<file path="src/verilog/tear_scan_defs.svh">
// command codes, field positions and reset values for the tear/scan block
`ifndef TEAR_SCAN_DEFS_SVH
`define TEAR_SCAN_DEFS_SVH

// command bytes, sent with the command/data select low
`define CMD_TEAR_OFF 8'h34
`define CMD_TEAR_ON 8'h35
`define CMD_SCAN_ORDER 8'h36

// tear sync parameter layout
`define LINE_MODE_BIT 0
`define LINE_MODE_VBLANK 1'h0
`define LINE_MODE_VHBLANK 1'h1
`define TEAR_EN_RESET 1'h0
`define LINE_MODE_RESET 1'h0

// scan order parameter layout
`define ROW_ORDER_POS 7
`define COLUMN_ORDER_POS 6
`define ROW_COLUMN_EXCHANGE_POS 5
`define REFRESH_DIRECTION_POS 4
`define COLOUR_ORDER_POS 3
`define LATCH_ORDER_POS 2
`define HORIZONTAL_MIRROR_POS 1
`define VERTICAL_MIRROR_POS 0
`define SCAN_ORDER_RESET 8'h00
`define SCAN_ORDER_WRITE_MASK 8'hfb

`endif

</file>
<file path="src/verilog/tear_scan_pkg.sv">
// types shared by the tear sync and scan order command logic
package tear_scan_pkg;

  // command decoder states
  typedef enum logic [1:0]
  {
    ST_IDLE = 2'b00,
    ST_TEAR_PARAM = 2'b01,
    ST_TEAR_SKIP = 2'b10,
    ST_SCAN_PARAM = 2'b11
  } cmd_state_e;

  typedef logic [7:0] cmd_byte_t;

endpackage

</file>
<file path="src/verilog/cmd_bus_if.sv">
// byte stream from the host write port to the command decoder
`timescale 1ns/10ps
`default_nettype none

interface cmd_bus_if;
  logic byte_valid;
  logic is_data;
  logic [7:0] byte_val;

  modport src
  (
    output byte_valid,
    output is_data,
    output byte_val
  );

  modport dst
  (
    input byte_valid,
    input is_data,
    input byte_val
  );
endinterface

`default_nettype wire

</file>
<file path="src/verilog/tear_scan_ctrl.sv">
// tear sync and scan order command decoder, top level
`timescale 1ns/10ps
`include "tear_scan_defs.svh"
`default_nettype none

module tear_scan_ctrl
  import tear_scan_pkg::*;
(
  // clock and reset
  input wire logic clk_i,
  input wire logic nrst_i,
  // host command pins
  input wire logic cs_n_i,
  input wire logic cmd_data_select_i,
  input wire logic write_strobe_n_i,
  input wire logic read_strobe_n_i,
  input wire logic [7:0] data_i,
  // driver state and blanking timing, same clock
  input wire logic sleep_mode_i,
  input wire logic vblank_i,
  input wire logic hblank_i,
  // tear sync pin and state
  output logic tear_sync_out_o,
  output logic tear_enabled_o,
  output logic tear_line_mode_sel_o,
  // scan order setting
  output logic [7:0] scan_order_o,
  output logic row_order_bit_o,
  output logic column_order_bit_o,
  output logic row_column_exchange_bit_o,
  output logic refresh_direction_bit_o,
  output logic colour_order_bit_o,
  output logic horizontal_mirror_bit_o,
  output logic vertical_mirror_bit_o
);

  ////////////////////////////////////////////////////////////////////////
  // reset release through two flops; assertion stays asynchronous
  logic rst_n_meta;
  logic rst_n;

  always_ff @(posedge clk_i or negedge nrst_i)
  begin
    if (!nrst_i)
    begin
      rst_n_meta <= 1'h0;
      rst_n <= 1'h0;
    end
    else
    begin
      rst_n_meta <= 1'h1;
      rst_n <= rst_n_meta;
    end
  end

  ////////////////////////////////////////////////////////////////////////
  // host write port
  // one byte per rising strobe edge, about three clocks behind the pin
  cmd_bus_if bus_link();

  host_write_port u_port
  (
    .clk_i(clk_i),
    .rst_n_i(rst_n),
    .cs_n_i(cs_n_i),
    .cmd_data_select_i(cmd_data_select_i),
    .write_strobe_n_i(write_strobe_n_i),
    .read_strobe_n_i(read_strobe_n_i),
    .data_i(data_i),
    .bus(bus_link.src)
  );

  logic cmd_take;
  logic par_take;
  cmd_byte_t rx_byte;

  assign cmd_take = bus_link.byte_valid && !bus_link.is_data;
  assign par_take = bus_link.byte_valid && bus_link.is_data;
  assign rx_byte = bus_link.byte_val;

  ////////////////////////////////////////////////////////////////////////
  // command decoder
  cmd_state_e state;
  cmd_state_e next_state;
  logic tear_en;
  logic line_mode;
  logic [7:0] scan_reg;

  // a new command byte always restarts decoding, even mid-parameter
  always_comb
  begin
    next_state = state;
    unique case (state)
      ST_IDLE,
      ST_TEAR_PARAM,
      ST_TEAR_SKIP,
      ST_SCAN_PARAM:
      begin
        if (cmd_take)
        begin
          if (rx_byte == `CMD_TEAR_ON)
            next_state = tear_en ? ST_TEAR_SKIP : ST_TEAR_PARAM;
          else if (rx_byte == `CMD_SCAN_ORDER)
            next_state = ST_SCAN_PARAM;
          else
            next_state = ST_IDLE;
        end
        else if (par_take)
          next_state = ST_IDLE; // extra parameters fall away here
      end
    endcase
  end

  always_ff @(posedge clk_i or negedge rst_n)
  begin
    if (!rst_n)
      state <= ST_IDLE;
    else
      state <= next_state;
  end

  ////////////////////////////////////////////////////////////////////////
  // tear enable and line mode; only these two commands touch them
  always_ff @(posedge clk_i or negedge rst_n)
  begin
    if (!rst_n)
    begin
      tear_en <= `TEAR_EN_RESET;
      line_mode <= `LINE_MODE_RESET;
    end
    else if (cmd_take && rx_byte == `CMD_TEAR_OFF)
      tear_en <= 1'h0;
    else if (par_take && state == ST_TEAR_PARAM)
    begin
      tear_en <= 1'h1;
      line_mode <= rx_byte[`LINE_MODE_BIT];
    end
  end

  // scan order byte; unsupported latch bit is stored as zero
  always_ff @(posedge clk_i or negedge rst_n)
  begin
    if (!rst_n)
      scan_reg <= `SCAN_ORDER_RESET;
    else if (par_take && state == ST_SCAN_PARAM)
      scan_reg <= rx_byte & `SCAN_ORDER_WRITE_MASK;
  end

  ////////////////////////////////////////////////////////////////////////
  // tear sync pin; registered so blanking glitches do not reach the pin.
  // the refresh direction bit is deliberately not an input here
  logic next_tear;

  always_comb
  begin
    next_tear = 1'h0;
    if (sleep_mode_i || !tear_en)
      next_tear = 1'h0;
    else if (line_mode == `LINE_MODE_VBLANK)
      next_tear = vblank_i;
    else
      next_tear = vblank_i || hblank_i;
  end

  always_ff @(posedge clk_i or negedge rst_n)
  begin
    if (!rst_n)
      tear_sync_out_o <= 1'h0;
    else
      tear_sync_out_o <= next_tear;
  end

  ////////////////////////////////////////////////////////////////////////
  // setting outputs, straight from the held registers
  assign tear_enabled_o = tear_en;
  assign tear_line_mode_sel_o = line_mode;
  assign scan_order_o = scan_reg;
  assign row_order_bit_o = scan_reg[`ROW_ORDER_POS];
  assign column_order_bit_o = scan_reg[`COLUMN_ORDER_POS];
  assign row_column_exchange_bit_o =
    scan_reg[`ROW_COLUMN_EXCHANGE_POS];
  assign refresh_direction_bit_o = scan_reg[`REFRESH_DIRECTION_POS];
  assign colour_order_bit_o = scan_reg[`COLOUR_ORDER_POS];
  assign horizontal_mirror_bit_o = scan_reg[`HORIZONTAL_MIRROR_POS];
  assign vertical_mirror_bit_o = scan_reg[`VERTICAL_MIRROR_POS];
endmodule

`default_nettype wire

</file>
<file path="src/verilog/host_write_port.sv">
// host parallel write port: pin synchronisers and write edge detection
`timescale 1ns/10ps
`default_nettype none

module host_write_port
  import tear_scan_pkg::*;
(
  // clock and synchronised reset
  input wire logic clk_i,
  input wire logic rst_n_i,
  // host pins
  input wire logic cs_n_i,
  input wire logic cmd_data_select_i,
  input wire logic write_strobe_n_i,
  input wire logic read_strobe_n_i,
  input wire logic [7:0] data_i,
  // byte stream out
  cmd_bus_if.src bus
);

  // pins bundled so one synchroniser pair covers them all
  localparam int PIN_W = 12;
  logic [PIN_W-1:0] pin_meta;
  logic [PIN_W-1:0] pin_sync;
  logic wr_n_prev;
  logic [PIN_W-1:0] pin_raw;

  assign pin_raw = {cs_n_i, cmd_data_select_i, write_strobe_n_i,
                    read_strobe_n_i, data_i};

  ////////////////////////////////////////////////////////////////////////
  // two-flop synchroniser per pin; first stage feeds only the second
  genvar gi;
  generate
    for (gi = 0; gi < PIN_W; gi = gi + 1)
    begin : g_sync
      always_ff @(posedge clk_i or negedge rst_n_i)
      begin
        if (!rst_n_i)
        begin
          pin_meta[gi] <= 1'h1;
          pin_sync[gi] <= 1'h1;
        end
        else
        begin
          pin_meta[gi] <= pin_raw[gi];
          pin_sync[gi] <= pin_meta[gi];
        end
      end
    end
  endgenerate

  // previous strobe level, taken from the synchronised copy only
  always_ff @(posedge clk_i or negedge rst_n_i)
  begin
    if (!rst_n_i)
      wr_n_prev <= 1'h1;
    else
      wr_n_prev <= pin_sync[9];
  end

  ////////////////////////////////////////////////////////////////////////
  // byte taken on the rising strobe edge with chip selected, no read
  logic write_edge;
  assign write_edge = pin_sync[9] && !wr_n_prev && !pin_sync[11] &&
                      pin_sync[8];

  // registered byte output, one-cycle valid pulse
  always_ff @(posedge clk_i or negedge rst_n_i)
  begin
    if (!rst_n_i)
    begin
      bus.byte_valid <= 1'h0;
      bus.is_data <= 1'h0;
      bus.byte_val <= 8'h00;
    end
    else
    begin
      bus.byte_valid <= write_edge;
      if (write_edge)
      begin
        bus.is_data <= pin_sync[10];
        bus.byte_val <= pin_sync[7:0];
      end
    end
  end

endmodule

`default_nettype wire

</file>
<file path="config.mk">
export PLATFORM = sky130hd
export DESIGN_NAME = tear_scan_ctrl
export DESIGN_NICKNAME = d
export VERILOG_FILES = /design/src/verilog/tear_scan_pkg.sv /design/src/verilog/cmd_bus_if.sv /design/src/verilog/tear_scan_ctrl.sv /design/src/verilog/host_write_port.sv
export VERILOG_INCLUDE_DIRS = /design/src /design/src/verilog
export SDC_FILE = /design/constraint.sdc
export NUM_CORES = 1
export LEC_CHECK = 0
export ABC_AREA = 1
export BUFFER_PORTS_ARGS = -buffer_cell sky130_fd_sc_hd__buf_2
export CAP_MARGIN = 20
export CELL_PAD_IN_SITES_DETAIL_PLACEMENT = 0
export CELL_PAD_IN_SITES_GLOBAL_PLACEMENT = 1
export CORE_MARGIN = 2
export CORE_UTILIZATION = 45
export DETAILED_ROUTE_END_ITERATION = 8
export GPL_ROUTABILITY_DRIVEN = 0
export PLACE_DENSITY_LB_ADDON = 0.1
export SYNTH_ARGS = -nofsm -noshare
export SYNTH_HDL_FRONTEND = slang
export SYNTH_SLANG_ARGS = --single-unit
</file>
<file path="constraint.sdc">
create_clock -name clk_i -period 2.5 [get_ports clk_i]
set_clock_uncertainty 0.15 [all_clocks]
set_input_delay 0.5 -clock clk_i [delete_from_list [all_inputs] [get_ports clk_i]]
set_output_delay 0.5 -clock clk_i [all_outputs]
set_load 0.005 [all_outputs]
</file>
# Word level (Yosys, flattened, before mapping)
# Index checks and enable logic that the tools add are counted.
# W data, S select, Z words.
# op_classes
mux,10
eq_ne,7
bitwise_logic,1
n_reduce_logical,18
# op_table
op,n
$eq A8 B6 Y1 const B,3
$mux W2,6
$logic_and A1 B1 Y1,8
$eq A2 B2 Y1 const B,2
$logic_not A1 Y1,4
$mux W1,4
$reduce_or A4 Y1,1
$ne A3 B3 Y1 const B,1
$eq A2 B1 Y1 const B,1
$logic_not A2 Y1,1
$logic_or A1 B1 Y1,2
$reduce_and A2 Y1,1
$reduce_bool A2 Y1,1
$not A1 Y1,1
# word_totals
register_bits,49
in_bits,17

# Depth between registers and ports, before layout
# Gate-level depths: netlist of the first run.
# depth
ltp_word,5
ltp_mapped,6
mapped_depth_nobuf,6

# Hierarchy
# A second synthesis of the first run with hierarchy kept.
# hier_totals
cells_unflattened,152
hier_area_um2,1761.7
# by_module_without_submodules
module,n_inst,seq_area_each_um2,cells_each,area_per_inst_um2
host_write_port,1,907.1,67,1063.5
tear_scan_ctrl,1,350.3,85,698.2

# Least setup slack after synthesis of the first run
# Ideal clock, no wire load.
# synth_path
path_type,register to register
start,reg u_port.pin_sync[9]
end,reg u_port.bus.byte_val[0]
arrival_ps,925
slack_ps,1299
path_stages_with_launch,5
required_ps,2223
n_path_buf,1
setup_ps,127
period_less_slack_ps,1201
path_cell_list,dfstp_2 nand3_2 inv_2 buf_4 o21ai_0
# synth_via
elab_chain_len,3
# synth_rtl
element,line,source
from (decl),host_write_port.sv:24,logic [PIN_W-1:0] pin_sync;
"from (signal, indexed assignment)",host_write_port.sv:47,pin_sync[gi] <= pin_meta[gi];
$logic_and A1 B1 Y1 (3 in a row),host_write_port.sv:65,assign write_edge = pin_sync[9] && !wr_n_prev && !pin_sync[11] &&
via u_port.write_edge,host_write_port.sv:64,logic write_edge;
to (signal assigned),host_write_port.sv:83,bus.byte_val <= pin_sync[7:0];
to (decl),cmd_bus_if.sv:14,output byte_val
# The timed path passes the listed nets, and every way through them passes these cells.
# A chain may end at the register's enable or synchronous reset.

# Worst setup path after layout of the first run
# layout_path
start,reg tear_en (netlist: tear_enabled_o)
end,out tear_enabled_o
# layout_rtl
element,line,source
from (decl),tear_scan_ctrl.sv:85,logic tear_en;
from (signal assigned),tear_scan_ctrl.sv:128,tear_en <= `TEAR_EN_RESET;
to (decl),tear_scan_ctrl.sv:24,"output logic tear_enabled_o,"
# No word-level cell between the ends.

==> impl_metrics.yaml, run 1 <==
place:
  dp_hpwl_um: 1740
  place_area_sq_mm: 0.00185
  port_buffers: 33
global_routing:
  met2_usage: 0.237
  grt_usage: 0.134
  antenna_found_initial: 0
  grt_pass1_wl_um: 4170
  grt_max_degree: 37
  use_met3: 0.0514
  gr-max-usage-layer: "met2"
  grt_pass1_vias: 987
  use_met1: 0.141
  globalRoute.totalOverflow: 0
clock_tree:
  clk_latency_ns: 0.29
  cts_root_buf: "clkbuf_8"
  htree_num_levels: 2
  cts.repair.resized: 0
  clkSinkCount: 49
  clk_pin_slew_worst_paths_ns: 0.09
  numCtsBuffers: 5
  clk_path_buf_depth: 2
  cts_tree: "built"
critical_path:
  path_class: "register to output pin"
  crit_arrival_ns: 0.84
  cp_slowest_stage_delay_ns: 0.41
  cp_top_family: "flip-flops"
  cpMaxStageDelayCell: "dfrtp_1"
  critPathBufInv: 1
  r2r-start: "u_port.pin_sync[9]"
  cp-start-kind: "register"
  startpoint: "tear_enabled_o"
  worstPathRequired_ns: 1.85
  end_kind: "output pin"
  crit_fanout: 4
  crit_chain: "buf_2"
power_and_ir_drop:
  p_leak_nw: 0.971
  powerDensity_mw_per_mm2: 761
  ir_worst_vdd_mv: 0.495
logic_synthesis:
  syn-num-nets: 159
  synth_warnings: 0
  synth_mux_area_frac: 0
  ys_types: 18
  syn_avg_cell_area_sq_um: 11.9
  synth-simple-area-share: 0.144
  ys_seq_elements: 49
  synth_top_family_by_area: "simple AND/OR/NAND/NOR gates"
  synth_cells: 142
  netlist_area_sq_mm: 0.00170
  yosysSeqAreaShare: 0.741
  yosys.area_share.xor_xnor: 0
  synth_compound_area_frac: 0.0442
  yosys.area_share.adder: 0
sta:
  worst_slew_pin_slew_ns: 0.730
  slew_violations: 0
  finalCriticalPeriod_ns: 1.49
  setup_violations: 0
  fin_setup_tns_ns: 0
  min_period_over_period: 0.597
  final_hold_viol_count: 0
  hold_ws_ns: 0.146
  slew_headroom: 0.513
  fmax_mhz: 670
  rsz0062_at_grt: "false"
route:
  viasPerCell: 4.48
  drtPass1Iterations: 4
  drt_iter0_drc: 35
  wl_per_cell_um: 10.6
  routed_wirelength_um: 2370
  vias: 998
  ant_nets: 0
  drc: 0
layout:
  syn_to_final_growth_pct: 16.4
  finalNetCount: 191
  num_antenna_cells: 0
  final_common_cell: "nand2_1"
  drive_gt1_frac: 0.411
  fillerInstances: 341
  final_cell_area_sq_mm: 0.00198
  ff_latch_area_sq_mm: 0.00126
  layout_common_cells: "nand2_1 (36), buf_2 (33), dfstp_2 (25)"
  multi_input_area_sq_um: 327
worst_hold_path:
  hp-class: "primary input to register"
  hp-start: "data_i[1]"
floorplanning:
  die_y_um: 65.4
  start_util: 0.467
  dieArea_sq_mm: 0.00428
  die_x_um: 65.4
  ioPinCount: 35
  core_area_sq_mm: 0.00363
  rows: 22
outcome:
  status: "finished, final reports clean"
run:
  drv_cap: 0
==> where the power goes <==
group | total, mW | internal [mW] | leakage (nW) | switching [mW]
combinational | 0.0772 | 0.0308 | 0.332 | 0.0464
sequential | 0.896 | 0.859 | 0.580 | 0.0371
clock | 0.531 | 0.286 | 0.0599 | 0.245
total | 1.50 | 1.17 | 0.971 | 0.328
==> per-stage QoR <==
stage | total power [mW] | util | std cells | setup slack, ns
global route | 1.59 | 0.544 | 223 | 0.961
floorplan | 0.952 | - | 142 | 0.929
finish | 1.50 | 0.544 | 223 | 1.01
detailed placement | 0.988 | 0.510 | 214 | 1.23
global placement | 0.983 | 0.510 | 214 | 1.25
CTS | 1.52 | 0.544 | 223 | 0.992
==> kinds of logic after synthesis <==
kind of cell / after synthesis
simple gates: 57
compound gates: 15
other cells: 2
flops: 49
buf+inv: 19
==> area by class of cell <==
class	instances	area share
multi-input combinational	74	0.165
sequential	49	0.637
tap	48	0.0304
inverter	9	0.0171
clock inverter	1	0.00317
timing repair buffer	35	0.0925
clock buffer	7	0.0545
==> worst paths after layout <==
check	to	slack (ns)	cells past startpoint
max	tear_enabled_o	1.01	1
min	u_port.pin_meta[1]	0.15	1
max reg2reg	u_port.bus.byte_val[6]	1.22	4
min reg2reg	scan_order_o[3]	0.18	0
max in group asynchronous	u_port.pin_meta[4]	1.31	1
min in group asynchronous	scan_order_o[3]	0.18	0
==> routing by layer <==
layer  wire length, um  part of all wire  up-vias
met5                 0                 0        -
met4                35             0.015        0
met3               133             0.056        4
met2              1240              0.52       27
met1               966              0.41      474
li1                  -                 -      493
==> repair_timing <==
item,CTS,global route
setup buffers,0,0
hold buffers,1,0
endpoints found under the hold margin,2,0
==> cell usage after synthesis, drive strengths merged <==
master	count	share of area
a21oi	7	0.021
buf	10	0.046
conb	2	0.0044
dfrtp	24	0.35
dfstp	25	0.39
inv	9	0.020
nand2	36	0.080
nand3	6	0.021
nand4	1	0.0037
nor2	11	0.030
nor3	2	0.0059
o21ai	8	0.024
or2	1	0.0037
==> worst register-to-register path, stage by stage (launching register included) <==
cell     delay [ns]
dfstp_2        0.55
nand3_2        0.14
inv_2          0.21
nand2_1        0.08
o21ai_0        0.08
==> flip-flops by register name, indices dropped and copies added, names as in the netlist <==
signal / flops
u_port.pin_meta: 12
rst_n_meta: 1
rst_n: 1
u_port.pin_sync: 12
tear_sync_out_o: 1
tear_line_mode_sel_o: 1
u_port.bus.is_data: 1
state: 2
u_port.bus.byte_val: 8
u_port.bus.byte_valid: 1
scan_order_o: 7
u_port.wr_n_prev: 1
tear_enabled_o: 1
(Power assumes the default switching activity.)
==> run 2: changes to the inputs <==
CORE_UTILIZATION = 41   (was 45)
clock period = 1.5 ns   (was 2.5 ns; I/O delays follow)
==> run 2 against run 1 <==
Compared with the run above: routed wire length rose by 9.2%; die area rose by 9.2%; register-to-register slack got worse by 0.98 ns; worst hold slack worse by 0.044 ns; power is 71% higher; via count increased by 3.4%; sequential share of layout area fell by 4.4 points; global-route usage shrank 0.43 points; combinational power rose by 130%; worst setup slack worse by 0.81 ns; sequential cell count did not move; critical endpoint unchanged; highest routed layer unchanged.
==> impl_metrics.yaml, run 2 (synthesis results as in run 1) <==
outcome:
  status: "finished, final reports clean"
route:
  drtPass1Iterations: 4
  vias: 1032
  wl_per_cell_um: 10.9
  routed_wirelength_um: 2590
  drt_iter0_drc: 39
  viasPerCell: 4.34
  ant_nets: 0
  drc: 0
layout:
  syn_to_final_growth_pct: 25.0
  num_antenna_cells: 0
  layout_common_cells: "nand2_1 (36), buf_2 (33), dfstp_2 (25)"
  largest_registers: "u_port.pin_meta x12, u_port.pin_sync x12, u_port.bus.byte_val x8"
  final_common_cell: "nand2_1"
  drive_gt1_frac: 0.383
  fin_util: 0.530
  final_cell_area_sq_mm: 0.00212
  fin_cells: 238
  fillerInstances: 371
  finalNetCount: 204
power_and_ir_drop:
  p_seq_frac: 0.572
  switching_share: 0.221
  clockPowerShare: 0.361
  power_mw: 2.58
  p_int_mw: 2.01
  p_leak_nw: 1.03
  ir_worst_vdd_mv: 0.883
  p_comb_frac: 0.067
  p_switching_mw: 0.569
  powerDensity_mw_per_mm2: 1220
place:
  dp_slack_ns: 0.243
  place_inst: 216
  dp_hpwl_um: 1760
  place_area_sq_mm: 0.00187
  port_buffers: 33
global_routing:
  antenna_found_initial: 0
  grt_max_degree: 48
  grt_usage: 0.129
  use_met3: 0.0444
  use_met1: 0.139
  grt_pass1_wl_um: 4350
  met2_usage: 0.231
  globalRoute.totalOverflow: 0
  gr-max-usage-layer: "met2"
  grt_pass1_vias: 1004
critical_path:
  path_class: "register to output pin"
  crit_fanout: 4
  worstPathRequired_ns: 1.05
  critPathBufInv: 1
  cp_top_family: "flip-flops"
  r2r_end: "u_port.bus.byte_val[7]"
  rr_worst_depth: 4
  crit_arrival_ns: 0.85
  path_depth: 1
  end_kind: "output pin"
  cpMaxStageDelayCell: "dfrtp_1"
  cp-start-kind: "register"
  crit_chain: "buf_2"
  r2r-start: "u_port.pin_sync[9]"
  r2r_slack_ns: 0.24
  cp_slowest_stage_delay_ns: 0.42
sta:
  hold_ws_ns: 0.102
  fin_setup_tns_ns: 0
  rsz0062_at_grt: "false"
  finalCriticalPeriod_ns: 1.30
  setup_violations: 0
  layout_setup_ws_ns: 0.200
  slew_violations: 0
  final_hold_viol_count: 0
  fmax_mhz: 769
  min_period_over_period: 0.866
clock_tree:
  cts_hold_buf: 14
  htree_num_levels: 2
  cts_root_buf: "clkbuf_8"
  clkSinkCount: 49
  clk_pin_slew_worst_paths_ns: 0.09
  cts_setup_buffers: 0
  cts_tree: "built"
  cts.repair.resized: 0
  clk_latency_ns: 0.29
  clk_path_buf_depth: 2
  numCtsBuffers: 5
floorplanning:
  dieArea_sq_mm: 0.00467
  start_util: 0.424
  die_x_um: 68.3
  rows: 23
  core_area_sq_mm: 0.00400
  ioPinCount: 35
  die_y_um: 68.3
worst_hold_path:
  hp-class: "register to async pin"
run:
  drv_cap: 0
## run 2: cell type report
| type | instances | area [sq um] | area share |
|---|---|---|---|
| multi-input combinational | 74 | 327 | 0.154 |
| sequential | 49 | 1260 | 0.594 |
| inverter | 9 | 33.8 | 0.0159 |
| timing repair buffer | 48 | 325 | 0.153 |
| clock inverter | 3 | 45.0 | 0.0212 |
| tap | 50 | 62.6 | 0.0295 |
| clock buffer | 5 | 68.8 | 0.0324 |
## run 2: how the worst max path moves through the flow
stage,start,slack [ns],endpoint
after floorplan,u_port.pin_sync[9],0.30,u_port.bus.byte_val[0]
after global placement,u_port.pin_sync[9],0.25,u_port.bus.byte_val[6]
after detailed placement,u_port.pin_sync[9],0.24,u_port.bus.byte_val[7]
after CTS,tear_enabled_o,0.19,tear_enabled_o
after global routing,u_port.pin_sync[9],0.1,u_port.bus.byte_val[6]
final,tear_enabled_o,0.20,tear_enabled_o
## run 2: metal layers
layer / vias up / wire length [um]
met2: 27 / 1350
met5: - / 0
met3: 4 / 131
met4: 0 / 31
met1: 479 / 1070
li1: 522 / -
## run 2: worst reg2reg max path, cell delays in order, from the launching register on
cell and delay, ns:
dfstp_2 0.54, nand3_2 0.12, inv_2 0.21, nand2_1 0.09, o21ai_0 0.08
## run 2: power by group through the flow
stage,Clock [mW],Combinational (mW),Sequential [mW]
global placement,0,0.145,1.50
finish,0.930,0.174,1.47
detailed placement,0,0.148,1.50
CTS,0.959,0.177,1.48
floorplan,0,0.0816,1.51
global route,1.01,0.202,1.49
